## src/design/irl_consts.vh

```
// Purpose: constants of the ingress rate limiter (offsets, fields, resets, timing)
// Assumes: included by bare name from design files; definitions only
// Notes: register offsets are word indexes, byte address is four times the index
//
// Notes on behaviour
// two-bit class selector picks counted frames: all, b/m/flood, b/m, broadcast; reset 00
// gap bit adds twelve bytes per frame to rate calculations; reset zero
// preamble bit adds eight bytes per frame to rate calculations; reset zero
// priority 0 limit is 7 bits [6:0] per port, reset zero, bit 7 reads zero
// priority 1 and 2 limits are separate 7-bit fields, each reset zero
// bit 7 of priority 3 register validates the port's limit settings; reset zero
// software writes all four limit fields first, then sets the enable bit last
// select bit: set means port-based limiting, clear means per-priority; reset zero
// unit bit: set counts frames, clear counts bits; reset zero
// with the enable bit clear no limiting is applied on that port
`ifndef IRL_CONSTS_VH
`define IRL_CONSTS_VH

// word indexes of the registers
`define IRL_IDX_P2_CFG 8'hc6
`define IRL_IDX_P2_PRIO0 8'hc7
`define IRL_IDX_P2_PRIO1 8'hc8
`define IRL_IDX_P2_PRIO2 8'hc9
`define IRL_IDX_P2_PRIO3 8'hca
`define IRL_IDX_P3_CFG 8'hd6
`define IRL_IDX_P3_PRIO0 8'hd7
`define IRL_IDX_P3_PRIO1 8'hd8
`define IRL_IDX_P3_PRIO2 8'hd9
`define IRL_IDX_P3_PRIO3 8'hda
`define IRL_IDX_STATUS 8'hf0

// configuration register fields and the priority 3 limit enable bit
`define IRL_CFG_PORT_BASED 6
`define IRL_CFG_FRAME_MODE 5
`define IRL_CFG_FLOW_EN 4
`define IRL_CFG_CLASS_HI 3
`define IRL_CFG_CLASS_LO 2
`define IRL_CFG_GAP 1
`define IRL_CFG_PRE 0
`define IRL_LIM_ENABLE 7

// reset values
`define IRL_CFG_RST 7'h00
`define IRL_LIM_RST 7'h00
`define IRL_EN_RST 1'b0

// frame class selector codes
`define IRL_CLASS_ALL 2'h0
`define IRL_CLASS_BMF 2'h1
`define IRL_CLASS_BM 2'h2
`define IRL_CLASS_B 2'h3

// per-frame overhead bytes
`define IRL_GAP_BYTES 12'h00c
`define IRL_PRE_BYTES 12'h008

// metering window and budget scale
`define IRL_REFRESH_US 1000
`define IRL_CLK_MHZ 100
`define IRL_REFRESH_CYCLES (`IRL_REFRESH_US * `IRL_CLK_MHZ)
`define IRL_BITS_PER_UNIT 18'h003e8

`endif

```

## src/design/ingress_rate_limiter.v

```verilog
// Purpose: ingress rate limit registers and metering for switch ports 2 and 3
// Assumes: APB slave, zero wait states; one frame verdict request per cycle at most
// Notes: register byte address is four times the word index
//
// Chosen here: the APB interface to the registers.
`timescale 1ns/10ps
`default_nettype none
`include "irl_consts.vh"
module ingress_rate_limiter #(
    parameter integer REFRESH_CYCLES = `IRL_REFRESH_CYCLES
) (
    // clock and reset
    input wire mclk_i,
    input wire arst_n_i,
    // apb slave
    input wire psel_i,
    input wire penable_i,
    input wire pwrite_i,
    input wire [11:0] paddr_i,
    input wire [31:0] pwdata_i,
    output wire pready_o,
    output reg pslverr_o,
    output reg [31:0] prdata_o,
    // frame verdict request
    input wire frame_valid_i,
    input wire frame_port_i,
    input wire [1:0] frame_prio_i,
    input wire [10:0] frame_len_i,
    input wire frame_bcast_i,
    input wire frame_mcast_i,
    input wire frame_flood_i,
    // frame verdict
    output reg frame_done_o,
    output reg frame_drop_o,
    // flow control request per port, bit 0 port 2, bit 1 port 3
    output reg [1:0] flow_ctrl_o
);
    localparam [1:0] KIND_CFG = 2'h0;
    localparam [1:0] KIND_LIM = 2'h1;
    localparam [1:0] KIND_STAT = 2'h2;
    localparam [31:0] REFRESH_LAST = REFRESH_CYCLES - 1;

    reg [6:0] cfg_r [0:1];
    reg [6:0] lim_r [0:7];
    reg [1:0] en_r;
    reg [16:0] refresh_cnt_r;
    reg refresh_r;
    wire [5:0] dec;
    wire hit;
    wire dport;
    wire [1:0] dkind;
    wire [1:0] dprio;
    wire setup;
    wire wr;
    wire [6:0] sel_cfg;
    wire counted;
    wire [14:0] cost;
    wire [1:0] drop;
    wire [3:0] over2;
    wire [3:0] over3;
    reg [31:0] rd_nxt;
    integer i;

    // word index to {hit, port, kind, prio}
    function [5:0] decode;
        input [7:0] idx;
        begin
            case (idx)
                `IRL_IDX_P2_CFG: decode = {1'b1, 1'b0, KIND_CFG, 2'h0};
                `IRL_IDX_P2_PRIO0: decode = {1'b1, 1'b0, KIND_LIM, 2'h0};
                `IRL_IDX_P2_PRIO1: decode = {1'b1, 1'b0, KIND_LIM, 2'h1};
                `IRL_IDX_P2_PRIO2: decode = {1'b1, 1'b0, KIND_LIM, 2'h2};
                `IRL_IDX_P2_PRIO3: decode = {1'b1, 1'b0, KIND_LIM, 2'h3};
                `IRL_IDX_P3_CFG: decode = {1'b1, 1'b1, KIND_CFG, 2'h0};
                `IRL_IDX_P3_PRIO0: decode = {1'b1, 1'b1, KIND_LIM, 2'h0};
                `IRL_IDX_P3_PRIO1: decode = {1'b1, 1'b1, KIND_LIM, 2'h1};
                `IRL_IDX_P3_PRIO2: decode = {1'b1, 1'b1, KIND_LIM, 2'h2};
                `IRL_IDX_P3_PRIO3: decode = {1'b1, 1'b1, KIND_LIM, 2'h3};
                `IRL_IDX_STATUS: decode = {1'b1, 1'b0, KIND_STAT, 2'h0};
                default: decode = 6'h00;
            endcase
        end
    endfunction

    // flat limit vector of one port, priority 0 in the low bits
    function [27:0] limits_of;
        input [6:0] l0;
        input [6:0] l1;
        input [6:0] l2;
        input [6:0] l3;
        begin
            limits_of = {l3, l2, l1, l0};
        end
    endfunction

    assign dec = decode(paddr_i[9:2]);
    assign hit = dec[5] & (paddr_i[11:10] == 2'h0) & (paddr_i[1:0] == 2'h0);
    assign dport = dec[4];
    assign dkind = dec[3:2];
    assign dprio = dec[1:0];
    assign setup = psel_i & ~penable_i;
    assign wr = psel_i & penable_i & pwrite_i & hit;
    assign pready_o = 1'b1;

    // register writes
    always @(posedge mclk_i or negedge arst_n_i) begin
        if (!arst_n_i) begin
            cfg_r[0] <= `IRL_CFG_RST;
            cfg_r[1] <= `IRL_CFG_RST;
            for (i = 0; i < 8; i = i + 1) begin
                lim_r[i] <= `IRL_LIM_RST;
            end
            en_r <= {2{`IRL_EN_RST}};
        end else if (wr) begin
            if (dkind == KIND_CFG) begin
                cfg_r[dport] <= pwdata_i[6:0];
            end else if (dkind == KIND_LIM) begin
                lim_r[{dport, dprio}] <= pwdata_i[6:0];
                if (dprio == 2'h3) begin
                    en_r[dport] <= pwdata_i[`IRL_LIM_ENABLE];
                end
            end
        end
    end

    // read data, taken in the setup cycle and held through the access
    always @* begin
        rd_nxt = 32'h00000000;
        case (dkind)
            KIND_CFG: rd_nxt = {25'h0000000, cfg_r[dport]};
            KIND_LIM: begin
                rd_nxt = {25'h0000000, lim_r[{dport, dprio}]};
                if (dprio == 2'h3) begin
                    rd_nxt[`IRL_LIM_ENABLE] = en_r[dport];
                end
            end
            KIND_STAT: rd_nxt = {22'h000000, flow_ctrl_o, over3, over2};
            default: rd_nxt = 32'h00000000;
        endcase
        if (!hit) begin
            rd_nxt = 32'h00000000;
        end
    end

    always @(posedge mclk_i or negedge arst_n_i) begin
        if (!arst_n_i) begin
            prdata_o <= 32'h00000000;
            pslverr_o <= 1'b0;
        end else if (setup) begin
            prdata_o <= pwrite_i ? 32'h00000000 : rd_nxt;
            pslverr_o <= ~hit;
        end
    end

    // metering window
    always @(posedge mclk_i or negedge arst_n_i) begin
        if (!arst_n_i) begin
            refresh_cnt_r <= 17'h00000;
            refresh_r <= 1'b0;
        end else if ({15'h0000, refresh_cnt_r} >= REFRESH_LAST) begin
            refresh_cnt_r <= 17'h00000;
            refresh_r <= 1'b1;
        end else begin
            refresh_cnt_r <= refresh_cnt_r + 17'h00001;
            refresh_r <= 1'b0;
        end
    end

    assign sel_cfg = cfg_r[frame_port_i];

    irl_class_filter u_filter (
        .class_sel_i(sel_cfg[`IRL_CFG_CLASS_HI:`IRL_CFG_CLASS_LO]),
        .gap_en_i(sel_cfg[`IRL_CFG_GAP]),
        .pre_en_i(sel_cfg[`IRL_CFG_PRE]),
        .frame_mode_i(sel_cfg[`IRL_CFG_FRAME_MODE]),
        .len_i(frame_len_i),
        .bcast_i(frame_bcast_i),
        .mcast_i(frame_mcast_i),
        .flood_i(frame_flood_i),
        .counted_o(counted),
        .cost_o(cost)
    );

    irl_meter u_meter_p2 (
        .mclk_i(mclk_i),
        .arst_n_i(arst_n_i),
        .refresh_i(refresh_r),
        .port_based_i(cfg_r[0][`IRL_CFG_PORT_BASED]),
        .frame_mode_i(cfg_r[0][`IRL_CFG_FRAME_MODE]),
        .enable_i(en_r[0]),
        .limits_i(limits_of(lim_r[0], lim_r[1], lim_r[2], lim_r[3])),
        .frame_i(frame_valid_i & ~frame_port_i),
        .prio_i(frame_prio_i),
        .counted_i(counted),
        .cost_i(cost),
        .drop_o(drop[0]),
        .over_o(over2)
    );

    irl_meter u_meter_p3 (
        .mclk_i(mclk_i),
        .arst_n_i(arst_n_i),
        .refresh_i(refresh_r),
        .port_based_i(cfg_r[1][`IRL_CFG_PORT_BASED]),
        .frame_mode_i(cfg_r[1][`IRL_CFG_FRAME_MODE]),
        .enable_i(en_r[1]),
        .limits_i(limits_of(lim_r[4], lim_r[5], lim_r[6], lim_r[7])),
        .frame_i(frame_valid_i & frame_port_i),
        .prio_i(frame_prio_i),
        .counted_i(counted),
        .cost_i(cost),
        .drop_o(drop[1]),
        .over_o(over3)
    );

    // verdict and flow control
    always @(posedge mclk_i or negedge arst_n_i) begin
        if (!arst_n_i) begin
            frame_done_o <= 1'b0;
            frame_drop_o <= 1'b0;
            flow_ctrl_o <= 2'h0;
        end else begin
            frame_done_o <= frame_valid_i;
            frame_drop_o <= frame_valid_i & (frame_port_i ? drop[1] : drop[0]);
            flow_ctrl_o[0] <= cfg_r[0][`IRL_CFG_FLOW_EN] & (|over2);
            flow_ctrl_o[1] <= cfg_r[1][`IRL_CFG_FLOW_EN] & (|over3);
        end
    end
endmodule
`default_nettype wire

```

## src/design/irl_class_filter.v

```verilog
// Purpose: decide whether a frame is counted and compute its cost
// Assumes: frame length in bytes without preamble and gap
// Notes: purely combinational
`timescale 1ns/10ps
`default_nettype none
`include "irl_consts.vh"
module irl_class_filter (
    // configuration
    input wire [1:0] class_sel_i,
    input wire gap_en_i,
    input wire pre_en_i,
    input wire frame_mode_i,
    // frame description
    input wire [10:0] len_i,
    input wire bcast_i,
    input wire mcast_i,
    input wire flood_i,
    // result
    output reg counted_o,
    output reg [14:0] cost_o
);
    reg [11:0] bytes;

    always @* begin
        case (class_sel_i)
            `IRL_CLASS_ALL: counted_o = 1'b1;
            `IRL_CLASS_BMF: counted_o = bcast_i | mcast_i | flood_i;
            `IRL_CLASS_BM: counted_o = bcast_i | mcast_i;
            `IRL_CLASS_B: counted_o = bcast_i;
            default: counted_o = 1'b1;
        endcase
    end

    always @* begin
        bytes = {1'b0, len_i};
        if (gap_en_i) begin
            bytes = bytes + `IRL_GAP_BYTES;
        end
        if (pre_en_i) begin
            bytes = bytes + `IRL_PRE_BYTES;
        end
        if (frame_mode_i) begin
            cost_o = 15'h0001;
        end else begin
            cost_o = {bytes, 3'h0};
        end
    end
endmodule
`default_nettype wire

```

## src/design/irl_meter.v

```verilog
// Purpose: per-port usage counters and limit check for four priorities
// Assumes: refresh_i pulses once per metering window
// Notes: a limit value of zero means unlimited
`timescale 1ns/10ps
`default_nettype none
`include "irl_consts.vh"
module irl_meter (
    // clock and reset
    input wire mclk_i,
    input wire arst_n_i,
    // window
    input wire refresh_i,
    // configuration
    input wire port_based_i,
    input wire frame_mode_i,
    input wire enable_i,
    input wire [27:0] limits_i,
    // frame
    input wire frame_i,
    input wire [1:0] prio_i,
    input wire counted_i,
    input wire [14:0] cost_i,
    // result
    output wire drop_o,
    output wire [3:0] over_o
);
    reg [17:0] used_r [0:3];
    reg [3:0] over_r;
    wire [1:0] idx;
    wire [6:0] lim;
    wire [17:0] budget;
    wire [18:0] sum;
    wire charge;
    integer i;

    function [17:0] budget_of;
        input [6:0] l;
        input fm;
        begin
            if (fm) begin
                budget_of = {11'h000, l};
            end else begin
                budget_of = {11'h000, l} * `IRL_BITS_PER_UNIT;
            end
        end
    endfunction

    assign idx = port_based_i ? 2'h0 : prio_i;
    assign lim = limits_i[idx*7 +: 7];
    assign budget = budget_of(lim, frame_mode_i);
    assign sum = {1'b0, used_r[idx]} + {4'h0, cost_i};
    assign drop_o = frame_i & enable_i & counted_i & (lim != 7'h00) & (sum > {1'b0, budget});
    // usage only builds up while limiting is live; enabling does not clear it, only refresh or reset does
    assign charge = frame_i & enable_i & counted_i & (lim != 7'h00) & ~drop_o & ~refresh_i;
    assign over_o = over_r;

    always @(posedge mclk_i or negedge arst_n_i) begin
        if (!arst_n_i) begin
            for (i = 0; i < 4; i = i + 1) begin
                used_r[i] <= 18'h00000;
            end
            over_r <= 4'h0;
        end else begin
            for (i = 0; i < 4; i = i + 1) begin
                if (refresh_i) begin
                    used_r[i] <= 18'h00000;
                end
            end
            if (charge) begin
                used_r[idx] <= sum[18] ? 18'h3ffff : sum[17:0];
            end
            if (refresh_i) begin
                over_r <= 4'h0;
            end
            if (drop_o) begin
                over_r[idx] <= 1'b1;
            end
        end
    end
endmodule
`default_nettype wire

```

## config.mk

```make
export PLATFORM = sky130hd
export DESIGN_NAME = ingress_rate_limiter
export DESIGN_NICKNAME = d
export VERILOG_FILES = /design/src/design/ingress_rate_limiter.v /design/src/design/irl_class_filter.v /design/src/design/irl_meter.v
export VERILOG_INCLUDE_DIRS = /design/src /design/src/design
export SDC_FILE = /design/constraint.sdc
export NUM_CORES = 1
export LEC_CHECK = 0
export CORE_ASPECT_RATIO = 1.25
export CORE_UTILIZATION = 62
export CTS_CLUSTER_SIZE = 40
export DETAILED_ROUTE_END_ITERATION = 16
export DONT_BUFFER_PORTS = 1
export MAX_ROUTING_LAYER = met4
export PLACE_DENSITY = 0.85
export RECOVER_POWER = 25
export SETUP_SLACK_MARGIN = 0.02
export SLEW_MARGIN = 20
export SYNTH_ARGS = -nofsm -noshare
export SYNTH_HDL_FRONTEND = slang
export SYNTH_SLANG_ARGS = --single-unit
```

## constraint.sdc

```tcl
create_clock -name mclk_i -period 9.3 [get_ports mclk_i]
set_input_delay 0.465 -clock mclk_i [delete_from_list [all_inputs] [get_ports mclk_i]]
set_output_delay 0.465 -clock mclk_i [all_outputs]
set_load 0.005 [all_outputs]
```

==> results_dict.tcl <==
set metrics [dict create \
    outcome "finished, final reports clean" \
    powerDensity_mw_per_mm2 134 \
    syn-cell-area_mm2 0.0186 \
    die_x_um 157 \
    via_per_inst 6.35 \
    cts_setup_buffers 0 \
    cts-hold-fix-buffers 2 \
    seq_area_frac_synth_pct 34.5 \
    design_area_mm2 0.0198 \
    syn_inst 1884 \
    finalHoldViolCount 0 \
    irDropWorstVdd_uv 116 \
    vias 14450 \
    critPathMaxStageDelay_ps 600 \
    hp-start "pwdata_i[0]" \
    worst-path-max-fanout 29 \
    slew_violations 0 \
    row_count 70 \
    clock_sinks 257 \
    dieHeight_um 196 \
    cap_viol_max_count 0 \
    clockRootBuffer "clkbuf_16" \
    drt_first_pass_iters 7 \
    antenna_found_initial 1 \
    ctsResizeCount 0 \
    cp_data_arrival_time_ps 8940 \
    fmax_mhz 118 \
    skew_ps 23.3 \
    gp_congestion 1.01 \
    coreArea_mm2 0.0294 \
    area_growth_pct 6.31 \
    grtUsageTotal_pct 32.1 \
    final_layout_size_suffix_gt1_share_pct 12.5 \
    tightest_slew_ps 1030 \
    synth-seq-cells 257 \
    netlist-cell-type-count 90 \
    clockBufferDepth 3 \
    grt_setup_unrepaired "no" \
    cp_slowest_cell "or3_1" \
    ios 105 \
    routed_wl_mm 47.4 \
    grt_max_degree 258 \
    async_flop_share_pct 100 \
    hold_class "input pin to flip-flop" \
    final.period_utilization_pct 90.9 \
    grt_pass1_vias 14675 \
    hpwl_mm 33.4 \
    grt_pass1_wl_mm 75.2 \
    critPathRequiredTime_ps 9790 \
    htreeDepth 1 \
    startpoint "cfg_r[13]" \
    initial_utilization_pct 63.3 \
    dieArea_mm2 0.0307 \
    finalNetCount 2089 \
    start_kind "flip-flop" \
    numCtsBuffers 27 \
    crit_top_cell "o21ai_0" \
    r2r-start "cfg_r[13]" \
    drt_iter0_drc 1114 \
    overflow 0 \
    synth_edf_count 0 \
    wl_per_cell_um 20.8 \
    portBuffers 0 \
    cts_tree "yes" \
    cp-end-kind "flip-flop" \
    insertion_delay_ps 570 \
    finalSetupViolCount 0 \
    fin_crit_ps 8460 \
    p_leak_nw 9.10 \
    ant_nets 0 \
    yosys_warnings 0 \
    synthFlopType "dfrtp_1" \
    dpl_cell_area_mm2 0.0188 \
    setup_tns_ps 0 \
    clk_pin_slew_ps 70 \
    crit_type "flip-flop to flip-flop" \
    syn_avg_cell_area_um2 9.89 \
    slew_headroom_pct 30.6 \
    drc_errors 0 \
]
## layout by cell type (no fill, tap or decap), types with 8 or more instances in the layout
cell	count
o2111ai_1	8
nand2b_1	141
o21ai_0	55
dfrtp_1	256
ha_1	135
mux2_2	92
a21oi_1	75
nor3b_1	12
nand4_1	10
inv_1	99
nor3_1	16
or3_1	20
o22ai_1	57
o21a_1	9
nand2_1	85
a211oi_1	8
a22oi_1	8
buf_4	25
mux2_4	10
mux2_1	8
nand3_1	21
or2_2	16
xor2_1	32
a221oi_1	11
conb_1	23
xnor2_1	43
nor2_1	148
a21o_1	21
clkbuf_16	27
nand3b_1	8
mux2i_1	150
fa_1	32
nor2b_1	53
## layer usage
layer	up-vias	share of wire, %	track usage [%]
met4	0	5.0	17.5
met2	648	49	52.4
met1	7101	38	37.4
li1	6535	-	-
met5	-	0	-
met3	166	7.5	5.57
## per-stage QoR
| stage | util [%] | hold slack, ps | instances | setup slack, ps | total power, mW |
|---|---|---|---|---|---|
| finish | 67.3 | 39.3 | 2274 | 844 | 2.66 |
| global route | 67.3 | 35.9 | 2273 | 205 | 2.75 |
| CTS | 67.1 | 25.0 | 2269 | 882 | 2.66 |
| detailed placement | 63.8 | 183 | 2217 | 946 | 1.51 |
| global placement | 63.8 | 185 | 2217 | 1130 | 1.50 |
| floorplan | - | 169 | 1905 | 1690 | 1.44 |
## area by class of cell
type | instances | area (um2)
diodes | 2 | 5.00
clock buffers | 39 | 781
clock inverters | 11 | 149
fillers | 2195 | 9630
inverters | 101 | 379
multi-input cells | 1438 | 11300
flip-flops and latches | 257 | 6430
well taps | 396 | 495
repair buffers | 30 | 267
## state kept, by name (all words and copies together), names as in the netlist
name and flops:
lim_r 56, frame_drop_o 1, flow_ctrl_o 2, pslverr_o 1, u_meter_p2.used_r 72, refresh_cnt_r 17
u_meter_p3.over_o 4, u_meter_p2.over_o 4, frame_done_o 1, en_r 2, prdata_o 10, cfg_r 14
refresh_r 1, u_meter_p3.used_r 72
## synthesized netlist by cell type (6+ instances only)
cell type  number  area share [%]
dfrtp_1       257              35
mux2i_1       150             8.1
nor2_1        148             3.0
nand2b_1      141             4.7
ha_1          135             9.1
inv_1          99             2.0
mux2_2         92             5.6
nand2_1        85             1.7
a21oi_1        75             2.0
o22ai_1        57             1.9
o21ai_0        55             1.5
nor2b_1        53             1.8
clkbuf_1       45            0.91
xnor2_1        43             2.0
buf_4          33             1.3
fa_1           32             3.4
xor2_1         32             1.5
a21o_1         21            0.85
nand3_1        21            0.56
or3_1          20            0.67
nor3_1         19            0.51
or2_2          16            0.54
buf_1          14            0.28
nor3b_1        12            0.48
a221oi_1       11            0.52
buf_6          10            0.60
mux2_4         10            0.81
nand4_1        10            0.34
o21a_1          9            0.36
a211oi_1        8            0.32
a22oi_1         8            0.32
mux2_1          8            0.48
nand3b_1        8            0.32
o2111ai_1       8            0.38
a31oi_1         7            0.24
and2_1          7            0.24
and3_1          7            0.24
o211ai_1        7            0.28
o21ai_2         7            0.33
buf_2           6            0.16
nor4_1          6            0.20
o22a_1          6            0.28
## worst max-delay path, delay by kind of cell (launching register included)
| family | cells | cell delay, ps |
|---|---|---|
| multiplexers | 1 | 220 |
| AO/OA/AOI/OAI | 11 | 2630 |
| buffers and inverters | 5 | 1060 |
| XOR/XNOR | 1 | 150 |
| flip-flops | 1 | 340 |
| AND/OR/NAND/NOR | 8 | 1450 |
| adder cells (fa/ha/maj) | 6 | 2480 |
## logic make-up (layout without fill, tap and decap cells)
group                      Yosys count  count (layout)  share of synthesized area (%)
and+or+nand+nor                    578             578                           16.8
buffers and inverters              210             181                           5.40
xor gates and xnor gates            75              75                           3.53
DFF                                257             257                           34.5
other                                2              25                         0.0403
AOI/OAI and AO/OA                  335             335                           12.3
muxes                              260             260                           14.9
adders and majority gates          167             167                           12.5
## where the power goes
| part | internal [mW] | switching, mW |
|---|---|---|
| logic | 0.149 | 0.254 |
| clock network | 0.669 | 0.467 |
| registers | 1.12 | 0.000730 |
## final timing paths
path | to | slack (ps) | depth (start not counted)
worst min-delay path | lim_r[42] | 40 | 2
worst max register to register | u_meter_p2.used_r[10] | 840 | 32
worst min register to register | refresh_cnt_r[0] | 490 | 1
max in group asynchronous | lim_r[9] | 7310 | 4
min in group asynchronous | u_meter_p2.used_r[70] | 430 | 2
worst max-delay path | u_meter_p2.used_r[10] | 840 | 32
No activity file was read; power rests on OpenSTA's default activity.
